`src/rtl/srt16_pkg.sv`:
```
// package for the split reload timer: register map, field positions, dividers
// assumes a 32-bit AHB-Lite register bus with word-aligned registers
`default_nettype none

package srt16_pkg;

  // -----------------------------------------------------------------
  // bus geometry
  // -----------------------------------------------------------------
  localparam int DATA_W = 32;
  localparam int ADDR_W = 32;
  localparam int DEC_W = 8;

  // -----------------------------------------------------------------
  // register offsets (byte addresses)
  // -----------------------------------------------------------------
  localparam logic [DEC_W-1:0] OFF_CTRL = 8'h00;
  localparam logic [DEC_W-1:0] OFF_CKCFG = 8'h04;
  localparam logic [DEC_W-1:0] OFF_CNT_L = 8'h08;
  localparam logic [DEC_W-1:0] OFF_CNT_H = 8'h0C;
  localparam logic [DEC_W-1:0] OFF_RLD_L = 8'h10;
  localparam logic [DEC_W-1:0] OFF_RLD_H = 8'h14;
  localparam logic [DEC_W-1:0] OFF_IRQ_MASK = 8'h18;
  localparam logic [DEC_W-1:0] OFF_IRQ_STAT = 8'h1C;

  // -----------------------------------------------------------------
  // timer_control_reg fields
  // -----------------------------------------------------------------
  localparam int CTRL_HOVF = 7;
  localparam int CTRL_LOVF = 6;
  localparam int CTRL_LIEN = 5;
  localparam int CTRL_SPLIT = 3;
  localparam int CTRL_RUN = 2;
  localparam int CTRL_XCLK = 0;

  // -----------------------------------------------------------------
  // clock_config_reg fields
  // -----------------------------------------------------------------
  localparam int CK_HSEL = 5;
  localparam int CK_LSEL = 4;

  // -----------------------------------------------------------------
  // interrupt status and mask layout
  // -----------------------------------------------------------------
  localparam int IRQ_HI = 0;
  localparam int IRQ_LO = 1;
  localparam int IRQ_W = 2;
  localparam logic [IRQ_W-1:0] MASK_RST = 2'h2;

  // -----------------------------------------------------------------
  // counting and dividers
  // -----------------------------------------------------------------
  localparam logic [7:0] BYTE_RST = 8'h00;
  localparam logic [7:0] BYTE_MAX = 8'hFF;
  localparam logic [15:0] WORD_MAX = 16'hFFFF;
  localparam int SYS_DIV = 12;
  localparam int EXT_DIV = 8;
  localparam logic [3:0] SYS_DIV_LAST = 4'(SYS_DIV - 1);
  localparam logic [2:0] EXT_DIV_LAST = 3'(EXT_DIV - 1);

endpackage : srt16_pkg

`default_nettype wire

```
`src/rtl/srt16_tick_if.sv`:
```
// tick strobes passed from the prescaler to the timer core
// assumes both ends run on the same system clock
`default_nettype none

interface srt16_tick_if;
  logic tick_div12;
  logic tick_ext8;
  modport src (output tick_div12, output tick_ext8);
  modport snk (input tick_div12, input tick_ext8);
endinterface : srt16_tick_if

`default_nettype wire

```
`src/rtl/srt16_tick_gen.sv`:
```
// prescaler: system clock / 12 strobe and external oscillator / 8 strobe
// assumes ext_osc is asynchronous and much slower than mclk
`default_nettype none

module srt16_tick_gen
  import srt16_pkg::*;
(
  input wire logic mclk,
  input wire logic rst_b,
  input wire logic ext_osc,
  srt16_tick_if.src tk
);

  // -----------------------------------------------------------------
  // system clock divider
  // -----------------------------------------------------------------
  logic [3:0] div12_cnt;
  wire div12_last = (div12_cnt == SYS_DIV_LAST);

  always_ff @(posedge mclk)
  begin
    if (!rst_b)
    begin
      div12_cnt <= '0;
      tk.tick_div12 <= 1'b0;
    end
    else
    begin
      div12_cnt <= div12_last ? 4'h0 : div12_cnt + 4'h1;
      tk.tick_div12 <= div12_last;
    end
  end

  // -----------------------------------------------------------------
  // external oscillator: synchronise, find rising edges, divide by 8
  // -----------------------------------------------------------------
  logic osc_meta;
  logic osc_sync;
  logic osc_prev;
  logic [2:0] ext_cnt;
  wire osc_rise = osc_sync & ~osc_prev;

  always_ff @(posedge mclk)
  begin
    if (!rst_b)
    begin
      osc_meta <= 1'b0;
      osc_sync <= 1'b0;
      osc_prev <= 1'b0;
      ext_cnt <= '0;
      tk.tick_ext8 <= 1'b0;
    end
    else
    begin
      osc_meta <= ext_osc;
      osc_sync <= osc_meta;
      osc_prev <= osc_sync;
      if (osc_rise)
      begin
        ext_cnt <= ext_cnt + 3'h1;
      end
      tk.tick_ext8 <= osc_rise & (ext_cnt == EXT_DIV_LAST);
    end
  end

endmodule : srt16_tick_gen

`default_nettype wire

```
`src/rtl/srt16_timer.sv`:
```
// split reload timer: 16-bit or dual 8-bit auto-reload timer with AHB-Lite registers
// assumes a single AHB-Lite master, word transfers, hready tied to hreadyout
`default_nettype none

// Notes on behaviour
// - count is two bytes; split select picks one 16-bit or two 8-bit reload timers
// - ticks are system clock, clock/12 or synchronised external oscillator/8
// - 16-bit rollover from 0xFFFF loads both reload bytes and sets high flag
// - 16-bit mode interrupt on each overflow when timer interrupt enabled
// - 16-bit mode low-byte rollover also interrupts when low interrupt enable set
// - split mode: each byte reloads from its own reload byte
// - split mode: run control gates the high byte only
// - split mode: low byte always counts
// - split high tick: system clock if its select set, else clock/12 or ext/8
// - split low tick: system clock if its select set, else clock/12 or ext/8
// - split mode: each byte rolling over from 0xFF loads its reload byte and sets its own flag
// - split mode interrupts on high overflow, and low too if low enable set
// - flags stay set until software clears them
// - low flag set on every low-byte rollover in either mode
// - 16-bit mode uses low clock select; high clock select ignored
module srt16_timer
  import srt16_pkg::*;
(
  input wire logic mclk,
  input wire logic rst_b,
  input wire logic ext_osc,
  input wire logic hsel,
  input wire logic [srt16_pkg::ADDR_W-1:0] haddr,
  input wire logic [1:0] htrans,
  input wire logic hwrite,
  input wire logic [2:0] hsize,
  input wire logic [srt16_pkg::DATA_W-1:0] hwdata,
  input wire logic hready,
  output logic [srt16_pkg::DATA_W-1:0] hrdata,
  output logic hreadyout,
  output logic hresp,
  output logic irq
);

  import srt16_pkg::*;

  // -----------------------------------------------------------------
  // prescaler
  // -----------------------------------------------------------------
  srt16_tick_if tk ();

  srt16_tick_gen u_tick (
    .mclk(mclk),
    .rst_b(rst_b),
    .ext_osc(ext_osc),
    .tk(tk)
  );

  // -----------------------------------------------------------------
  // register state
  // -----------------------------------------------------------------
  logic [7:0] count_low_byte;
  logic [7:0] count_high_byte;
  logic [7:0] reload_low_byte;
  logic [7:0] reload_high_byte;
  logic high_overflow_flag;
  logic low_overflow_flag;
  logic low_byte_irq_enable;
  logic split_mode_sel;
  logic run_control;
  logic external_clock_select;
  logic high_byte_clock_select;
  logic low_byte_clock_select;
  logic [IRQ_W-1:0] irq_mask;

  // -----------------------------------------------------------------
  // bus slave: address phase capture
  // -----------------------------------------------------------------
  logic wr_act;
  logic [DEC_W-1:0] wr_addr;
  logic rd_wait;
  logic [DEC_W-1:0] rd_addr;

  wire addr_ok = hsel & htrans[1] & hready;
  wire rd_req = addr_ok & ~hwrite;
  // a read behind a write waits one cycle so it sees the written value
  wire rd_stall = rd_req & wr_act;
  wire [DEC_W-1:0] rd_sel = rd_wait ? rd_addr : haddr[DEC_W-1:0];
  wire rd_load = rd_wait | (rd_req & ~wr_act);

  always_ff @(posedge mclk)
  begin
    if (!rst_b)
    begin
      wr_act <= 1'b0;
      wr_addr <= '0;
      rd_wait <= 1'b0;
      rd_addr <= '0;
      hreadyout <= 1'b1;
      hresp <= 1'b0;
    end
    else
    begin
      wr_act <= addr_ok & hwrite;
      wr_addr <= haddr[DEC_W-1:0];
      rd_wait <= rd_stall;
      rd_addr <= haddr[DEC_W-1:0];
      hreadyout <= ~rd_stall;
      hresp <= 1'b0;
    end
  end

  // -----------------------------------------------------------------
  // write decode
  // -----------------------------------------------------------------
  wire wr_ctrl = wr_act & (wr_addr == OFF_CTRL);
  wire wr_ckcfg = wr_act & (wr_addr == OFF_CKCFG);
  wire wr_cnt_l = wr_act & (wr_addr == OFF_CNT_L);
  wire wr_cnt_h = wr_act & (wr_addr == OFF_CNT_H);
  wire wr_rld_l = wr_act & (wr_addr == OFF_RLD_L);
  wire wr_rld_h = wr_act & (wr_addr == OFF_RLD_H);
  wire wr_mask = wr_act & (wr_addr == OFF_IRQ_MASK);
  wire wr_stat = wr_act & (wr_addr == OFF_IRQ_STAT);

  // flags clear by writing zero in the control register or one in the status register
  wire clr_high = (wr_ctrl & ~hwdata[CTRL_HOVF]) | (wr_stat & hwdata[IRQ_HI]);
  wire clr_low = (wr_ctrl & ~hwdata[CTRL_LOVF]) | (wr_stat & hwdata[IRQ_LO]);

  // -----------------------------------------------------------------
  // tick selection
  // -----------------------------------------------------------------
  wire tick_slow = external_clock_select ? tk.tick_ext8 : tk.tick_div12;
  wire tick_low_src = low_byte_clock_select ? 1'b1 : tick_slow;
  wire tick_high_src = high_byte_clock_select ? 1'b1 : tick_slow;

  wire tick_word = ~split_mode_sel & run_control & tick_low_src;
  wire tick_low8 = split_mode_sel & tick_low_src;
  wire tick_high8 = split_mode_sel & run_control & tick_high_src;

  // -----------------------------------------------------------------
  // count datapath
  // -----------------------------------------------------------------
  wire [15:0] count_word = {count_high_byte, count_low_byte};
  wire [15:0] reload_word = {reload_high_byte, reload_low_byte};
  wire word_roll = tick_word & (count_word == WORD_MAX);
  wire [15:0] word_next = word_roll ? reload_word : count_word + 16'h0001;

  wire low8_roll = tick_low8 & (count_low_byte == BYTE_MAX);
  wire high8_roll = tick_high8 & (count_high_byte == BYTE_MAX);
  wire [7:0] low8_next = low8_roll ? reload_low_byte : count_low_byte + 8'h01;
  wire [7:0] high8_next = high8_roll ? reload_high_byte : count_high_byte + 8'h01;

  // low byte passing 0xFF in 16-bit mode counts as a low rollover
  wire low_roll_any = low8_roll | (tick_word & (count_low_byte == BYTE_MAX));
  wire high_roll_any = word_roll | high8_roll;

  logic [7:0] next_count_low;
  logic [7:0] next_count_high;

  always_comb
  begin
    next_count_low = count_low_byte;
    next_count_high = count_high_byte;
    if (tick_word)
    begin
      next_count_low = word_next[7:0];
      next_count_high = word_next[15:8];
    end
    if (tick_low8)
    begin
      next_count_low = low8_next;
    end
    if (tick_high8)
    begin
      next_count_high = high8_next;
    end
    // a software write to a count byte takes precedence over counting
    if (wr_cnt_l)
    begin
      next_count_low = hwdata[7:0];
    end
    if (wr_cnt_h)
    begin
      next_count_high = hwdata[7:0];
    end
  end

  always_ff @(posedge mclk)
  begin
    if (!rst_b)
    begin
      count_low_byte <= BYTE_RST;
      count_high_byte <= BYTE_RST;
    end
    else
    begin
      count_low_byte <= next_count_low;
      count_high_byte <= next_count_high;
    end
  end

  // -----------------------------------------------------------------
  // overflow flags: a rollover in the clearing cycle still sets the flag
  // -----------------------------------------------------------------
  wire next_high_flag = high_roll_any | (high_overflow_flag & ~clr_high);
  wire next_low_flag = low_roll_any | (low_overflow_flag & ~clr_low);

  always_ff @(posedge mclk)
  begin
    if (!rst_b)
    begin
      high_overflow_flag <= 1'b0;
      low_overflow_flag <= 1'b0;
    end
    else
    begin
      high_overflow_flag <= next_high_flag;
      low_overflow_flag <= next_low_flag;
    end
  end

  // -----------------------------------------------------------------
  // configuration registers
  // -----------------------------------------------------------------
  always_ff @(posedge mclk)
  begin
    if (!rst_b)
    begin
      reload_low_byte <= BYTE_RST;
      reload_high_byte <= BYTE_RST;
      low_byte_irq_enable <= 1'b0;
      split_mode_sel <= 1'b0;
      run_control <= 1'b0;
      external_clock_select <= 1'b0;
      high_byte_clock_select <= 1'b0;
      low_byte_clock_select <= 1'b0;
      irq_mask <= MASK_RST;
    end
    else
    begin
      if (wr_rld_l)
      begin
        reload_low_byte <= hwdata[7:0];
      end
      if (wr_rld_h)
      begin
        reload_high_byte <= hwdata[7:0];
      end
      if (wr_ctrl)
      begin
        low_byte_irq_enable <= hwdata[CTRL_LIEN];
        split_mode_sel <= hwdata[CTRL_SPLIT];
        run_control <= hwdata[CTRL_RUN];
        external_clock_select <= hwdata[CTRL_XCLK];
      end
      if (wr_ckcfg)
      begin
        high_byte_clock_select <= hwdata[CK_HSEL];
        low_byte_clock_select <= hwdata[CK_LSEL];
      end
      if (wr_mask)
      begin
        irq_mask <= hwdata[IRQ_W-1:0];
      end
    end
  end

  // -----------------------------------------------------------------
  // interrupt: bit IRQ_HI of the mask is the timer interrupt enable
  // -----------------------------------------------------------------
  wire timer_irq_enable = irq_mask[IRQ_HI];
  wire irq_high = timer_irq_enable & next_high_flag;
  wire irq_low = timer_irq_enable & irq_mask[IRQ_LO] & low_byte_irq_enable & next_low_flag;

  always_ff @(posedge mclk)
  begin
    if (!rst_b)
    begin
      irq <= 1'b0;
    end
    else
    begin
      irq <= irq_high | irq_low;
    end
  end

  // -----------------------------------------------------------------
  // read mux, registered into hrdata
  // -----------------------------------------------------------------
  logic [DATA_W-1:0] rd_word;

  always_comb
  begin
    rd_word = '0;
    unique case (rd_sel)
      OFF_CTRL:
      begin
        rd_word[CTRL_HOVF] = high_overflow_flag;
        rd_word[CTRL_LOVF] = low_overflow_flag;
        rd_word[CTRL_LIEN] = low_byte_irq_enable;
        rd_word[CTRL_SPLIT] = split_mode_sel;
        rd_word[CTRL_RUN] = run_control;
        rd_word[CTRL_XCLK] = external_clock_select;
      end
      OFF_CKCFG:
      begin
        rd_word[CK_HSEL] = high_byte_clock_select;
        rd_word[CK_LSEL] = low_byte_clock_select;
      end
      OFF_CNT_L: rd_word[7:0] = count_low_byte;
      OFF_CNT_H: rd_word[7:0] = count_high_byte;
      OFF_RLD_L: rd_word[7:0] = reload_low_byte;
      OFF_RLD_H: rd_word[7:0] = reload_high_byte;
      OFF_IRQ_MASK: rd_word[IRQ_W-1:0] = irq_mask;
      OFF_IRQ_STAT:
      begin
        rd_word[IRQ_HI] = high_overflow_flag;
        rd_word[IRQ_LO] = low_overflow_flag;
      end
      default: rd_word = '0;
    endcase
  end

  always_ff @(posedge mclk)
  begin
    if (!rst_b)
    begin
      hrdata <= '0;
    end
    else if (rd_load)
    begin
      hrdata <= rd_word;
    end
  end

endmodule : srt16_timer

`default_nettype wire

```
`config.mk`:
```
export PLATFORM = sky130hd
export DESIGN_NAME = srt16_timer
export DESIGN_NICKNAME = d
export VERILOG_FILES = /design/src/rtl/srt16_pkg.sv /design/src/rtl/srt16_tick_if.sv /design/src/rtl/srt16_tick_gen.sv /design/src/rtl/srt16_timer.sv
export SDC_FILE = /design/constraint.sdc
export NUM_CORES = 1
export LEC_CHECK = 0
export BUFFER_PORTS_ARGS = -buffer_cell sky130_fd_sc_hd__buf_2
export CAP_MARGIN = 20
export CORE_MARGIN = 1
export CORE_UTILIZATION = 35
export CTS_CLUSTER_DIAMETER = 30
export DETAILED_ROUTE_END_ITERATION = 8
export PLACE_DENSITY_LB_ADDON = 0.25
export SETUP_SLACK_MARGIN = 0.15
export SYNTH_ARGS = -nofsm -noshare
export SYNTH_HDL_FRONTEND = slang
export SYNTH_SLANG_ARGS = --single-unit
```
`constraint.sdc`:
```
create_clock -name mclk -period 2.8 [get_ports mclk]
set_input_delay 0 -clock mclk [delete_from_list [all_inputs] [get_ports mclk]]
set_output_delay 0 -clock mclk [all_outputs]
set_load 0.03 [all_outputs]
```
# Yosys cells after proc, flatten, opt, wreduce, memory -nomap -nowiden
# Index checks and enable logic that the tools add are counted.
dict set report totals {
  register_bits 74
  output_inout_bits 35
  elab_cells 127
}
dict set report classes {
  n_addsub 5
  eq_ne 19
  muxes 19
  bitwise_logic 53
  reduce_logical 5
}
# operator n
set op_table {}
lappend op_table {{8-bit two-way mux} 9}
lappend op_table {{8-bit by 5-bit == test with 1-bit output, second input constant} 8}
lappend op_table {{1-bit AND} 35}
lappend op_table {{8-bit by 4-bit == test with 1-bit output, second input constant} 4}
lappend op_table {{2-bit case mux with 5 select lines} 2}
lappend op_table {{16-bit by 1-bit adder with 16-bit output, second input constant} 1}
lappend op_table {{8-bit by 1-bit adder with 8-bit output, second input constant} 2}
lappend op_table {{16-bit == test, second input constant} 1}
lappend op_table {{8-bit by 3-bit == test with 1-bit output, second input constant} 2}
lappend op_table {{8-bit == test, second input constant} 2}
lappend op_table {{8-bit zero test} 2}
lappend op_table {{16-bit two-way mux} 1}
lappend op_table {{1-bit case mux with 6 select lines} 2}
lappend op_table {{1-bit NOT} 10}
lappend op_table {{1-bit OR} 8}
lappend op_table {{1-bit case mux with 7 select lines} 1}
lappend op_table {{3-bit nonzero test} 2}
lappend op_table {{1-bit case mux with 5 select lines} 1}
lappend op_table {{4-bit by 1-bit adder with 4-bit output, second input constant} 1}
lappend op_table {{4-bit == test, second input constant} 1}
lappend op_table {{3-bit by 1-bit adder with 3-bit output, second input constant} 1}
lappend op_table {{3-bit == test, second input constant} 1}
lappend op_table {{1-bit two-way mux} 3}
lappend op_table {{2-bit OR reduction} 1}

# Depth between registers and ports, before layout
dict set report depth {
  ltp_word 9
  depth_mapped 8
}

# Cells and area by module
# From an unflattened synthesis, not the netlist that was laid out.
dict set report hier_totals {
  cells_unflattened 524
  hier_area_um2 4327.9
}
# mod instances cells_each area_each_um2
set modules_own_cells {}
lappend modules_own_cells {srt16_timer 1 483 3870.0}
lappend modules_own_cells {srt16_tick_gen 1 41 457.9}

# Worst setup path after synthesis
# No wires, ideal clock.
dict set report synth_path {
  kind {reg2reg}
  start {register count_high_byte[1]}
  end {register count_low_byte[7]}
  t_arrival_ps 1869
  slack_ps 811
  stages_incl_launch_ff 9
  path_buffers 1
  cell_sequence {dfxtp_1 > ha_1 > and4_4 > nand2_4 > or3_1 > buf_6 > o311a_1 > a221oi_2 > nor2_1}
}
dict set report synth_via {
  elab_chain_len 6
}
# element line
set synth_lines {}
lappend synth_lines {{from (decl)} srt16_timer.sv:58} ;# logic [7:0] count_high_byte;
lappend synth_lines {{from (signal assigned)} srt16_timer.sv:193} ;# count_high_byte <= next_count_high;
lappend synth_lines {{16-bit == test} srt16_timer.sv:140} ;# wire word_roll = tick_word & (count_word == WORD_MAX);
lappend synth_lines {{1-bit AND} srt16_timer.sv:140}
lappend synth_lines {{16-bit two-way mux} srt16_timer.sv:141} ;# wire [15:0] word_next = word_roll ? reload_word : count_word + 16'h0001;
lappend synth_lines {{8-bit two-way mux} srt16_timer.sv:159} ;# if (tick_word)
lappend synth_lines {{8-bit two-way mux} srt16_timer.sv:164} ;# if (tick_low8)
lappend synth_lines {{8-bit two-way mux} srt16_timer.sv:173} ;# if (wr_cnt_l)
lappend synth_lines {{to (signal assigned)} srt16_timer.sv:192} ;# count_low_byte <= next_count_low;
lappend synth_lines {{to (decl)} srt16_timer.sv:57} ;# logic [7:0] count_low_byte;
# No other way between the ends. The select of a mux whose other input is x is not followed.
# A chain may end at the register's enable or synchronous reset.

# Final worst setup path
dict set report layout_path {
  start {register count_high_byte[1]}
  end {register count_high_byte[5]}
}
dict set report layout_via {
  elab_chain_len 6
  elab_cells_between_ends 11
  classes_between {add/sub: 2; eq/ne: 2; mux: 5; bitwise: 2}
}
# element line
set layout_lines {}
lappend layout_lines {{branches (longest 4 deep; another with 16-bit by 1-bit adder with 16-bit output)} n/a}
lappend layout_lines {{8-bit two-way mux (*)} srt16_timer.sv:168} ;# if (tick_high8)
lappend layout_lines {{8-bit two-way mux (*)} srt16_timer.sv:177} ;# if (wr_cnt_h)
# Every way passes the cells marked *. The select of a mux whose other input is x is not followed.

==> summary.md <==
| Metric | Value |
|---|---|
| Outcome | `finished, violations left` |
| Failing checks | `DRC` |
| Starting Density | `36.28%` |
| R2r startpoint | `count_high_byte[1]` |
| Port Buffer Count | `32` |
| RSZ-0062 raised after global routing | `no` |
| Startpoint types | `register` |
| Residual DRC | `7` |
| Worst-Margin Slew | `761.6 ps` |
| Overflow left after global routing | `0` |
| Clock Path Buffers | `2` |
| Via density | `5.678` |
| Largest net degree at the start of global routing | `51` |
| CTS root buffer | `clkbuf_16` |
| Clk_lat worst skew | `340 ps` |
| Slew Viols, Final | `0` |
| Vias in the first global route | `3527` |
| Ys flop type | `dfxtp_1` |
| Critical path's slowest cell | `or3_1` |
| # rows | `39` |
| Crit-path cells | `ha_1 > and4_4 > nand2_4 > or3_1 > o21ai_2 > nand2b_1 > a32o_1` |
| Cell Area, Placed | `4398 um^2` |
| Register area share after synthesis | `35.31%` |
| FF-to-FF End | `count_high_byte[5]` |
| Cell family with most CP delay | `simple AND/OR/NAND/NOR gates` |
| Most common cell after layout, fill and taps aside | `dfxtp_1` |
| Fillers | `1141` |
| Crit-path max cell delay | `600 ps` |
| Antenna diodes | `0` |
| Leakage | `1.952 nW` |
| H-tree depth | `3` |
| Worst hold start | `hwdata[0]` |
| Synth unique cells | `73` |
| Period utilization | `82.56%` |
| Slew headroom | `49.23%` |
| Warnings from Yosys | `0` |
| Via count | `3861` |
| Mean post-synth cell area | `8.492 um^2` |
| Final setup fails | `0` |
| GP Congestion | `0.9340` |
| Die Area | `12430 um^2` |
| Endpoint arrival time on the critical path | `2550 ps` |
| Hold Path End | `count_low_byte[0]` |
| Worst Path Buf+Inv | `0` |
| P per Cell Area | `537.1 nW/um^2` |
| Drt wl/cell | `18.00 um` |
| Fin area | `4842 um^2` |
| Inserted Clock Buffers | `9` |
| VDD IR max | `0.2427 mV` |
| Setup TNS Final | `0 ps` |
| CORE AREA | `11560 um^2` |
| Layout cells sized above 1 | `14.15%` |
| Post-synthesis cell area | `4195 um^2` |
| CTS tree | `done` |
| Clk sinks | `74` |
| Async SR Flop Fraction | `0%` |
| Register bit total from synthesis | `74` |
| Routed WL | `12.24 mm` |
| Initial DRC count | `351` |
| First-pass GRT wire length | `19.14 mm` |
| Setup CP Type | `reg -> reg` |
| Depth of the most critical reg-to-reg path | `7` |
| Hpwl dp | `8.739 mm` |
| Initial antenna violation count | `0` |
| IO Pins | `110` |
| ANT nets after route | `0` |
| Hold path cells | `3` |
| Reg-to-reg slack, setup | `490 ps` |
| Worst EP required | `3030 ps` |
| Most frequent cells in the layout | `74 x dfxtp_1, 40 x nand2_1, 34 x a21oi_1` |
| Total track usage | `19.82%` |
| Cells after Synth | `494` |
| Final hold violation count | `0` |
| F_max | `432.6 MHz` |
| Period minus WS final | `2312 ps` |
| Clock transition at path regs | `60 ps` |
| CP max FO | `10` |
| DR pass1 iterations | `9` |
| Layout area overhead | `15.42%` |
| HP Class | `in -> reg` |
| Max cap viols | `0` |
| Die W | `111.5 um` |
| Clock skew | `5.854 ps` |
| Final #Nets | `612` |
| Critical path capture point type | `register` |
| Post-cts sizing count | `0` |
| EDFF count, synth | `0` |
| Die Y-Extent | `111.5 um` |
| Postcts setup bufs | `0` |
## metal layers
layer / GRT usage (%) / routed length [um] / vias up
met4: 7.297 / 242 / 0
met2: 30.79 / 5468 / 174
met3: 3.647 / 948 / 21
met5: 0 / 0 / -
li1: - / - / 1834
met1: 27.33 / 5578 / 1832
## how the worst max path moves through the flow
| stage | from | end | slack (ps) | cells past startpoint |
|---|---|---|---|---|
| 2_1_floorplan | count_high_byte[1] | count_low_byte[7] | 810 | 8 |
| 3_3_place_gp | count_high_byte[1] | count_high_byte[5] | 540 | 7 |
| 3_5_place_dp | count_high_byte[1] | count_high_byte[5] | 530 | 7 |
| 4_1_cts | count_high_byte[1] | count_high_byte[5] | 520 | 7 |
| 5_1_grt | rd_addr[4] | count_high_byte[5] | 410 | 5 |
| 6_report | count_high_byte[1] | count_high_byte[5] | 490 | 7 |
## worst register-to-register path, stage by stage, from the launching register on
cell and delay, ps:
dfxtp_1 330, ha_1 250, and4_4 300, nand2_4 110
or3_1 600, o21ai_2 250, nand2b_1 100, a32o_1 260
## report_power, final
part | total [mW] | internal [mW] | switching (mW)
clock network | 1.34 | 0.874 | 0.470
registers | 1.09 | 1.07 | 0.0147
logic | 0.172 | 0.0539 | 0.118
## layout make-up
type	instances	area (um^2)	area share, %
multi-input cells	388	2472	51.06
flip-flops and latches	74	1481	30.59
repair buffers	53	342.8	7.080
clock buffers	10	229.0	4.729
well taps	143	178.9	3.695
clock inverters	6	115.1	2.377
inverters	6	22.52	0.4651
## kinds of logic after synthesis
group                      count (synthesis)  synth area share [%]
other                                      1               0.08939
buffers and inverters                     56                 7.903
AOI/OAI and AO/OA                        135                 21.59
DFF                                       74                 35.31
adders and majority gates                  5                 1.491
muxes                                     30                 7.217
xor gates and xnor gates                  12                 2.505
and+or+nand+nor                          181                 23.89
## metrics by stage
stage / power [mW] / utilization, % / hold WS, ps / setup slack [ps] / std cells
floorplan: 1.241 / - / 121.7 / 811.1 / 518
global placement: 1.264 / 38.03 / 211.5 / 542.4 / 654
detailed placement: 1.268 / 38.03 / 220.1 / 533.7 / 654
CTS: 2.616 / 41.87 / 2.228 / 521.8 / 680
global route: 2.668 / 41.87 / 37.07 / 413.4 / 680
finish: 2.601 / 41.87 / 11.54 / 488.4 / 680
## flip-flops by register name, summed over array words and instances, names as in the netlist, 3 cells and up
register	count
count_high_byte	8
u_tick.ext_cnt	3
hrdata	8
count_low_byte	8
rd_addr	8
u_tick.div12_cnt	4
reload_high_byte	8
reload_low_byte	8
## synthesized netlist by cell type, drive strengths merged, types with 2 or more instances
master    n  share of area [%]
a31oi    12                1.8
nor4      5                1.0
nand3b    3               0.54
and2     14                2.1
nand2b    5               0.75
clkbuf   15                1.4
nor3      5               0.60
nor3b     2               0.36
nor2     27                2.4
buf      35                6.0
nand4     6               0.89
mux2i    28                6.7
a22oi     3               0.54
mux2      2               0.54
a222oi    2               0.48
a221oi    9                2.0
o21ai    33                4.1
inv       6               0.54
a22o      5                1.0
nor2b    33                4.9
xnor2     3               0.63
a21oi    36                4.5
nand2    41                3.8
ha        5                1.5
xor2      9                1.9
dfxtp    74                 35
o2111ai   2               0.42
and4      2               0.48
and3     10                1.6
or3       5               0.75
o211ai    6                1.2
a32o      3               0.72
a211oi    3               0.66
nand3    16                1.9
o22ai     4               0.60
a32oi     2               0.42
## what timing repair did
action | in CTS | in global routing
hold endpoints to repair | 10 | 0
setup endpoints to repair | 0 | 0
hold buffers | 10 | 0
Power figures use the tool's default switching activity.
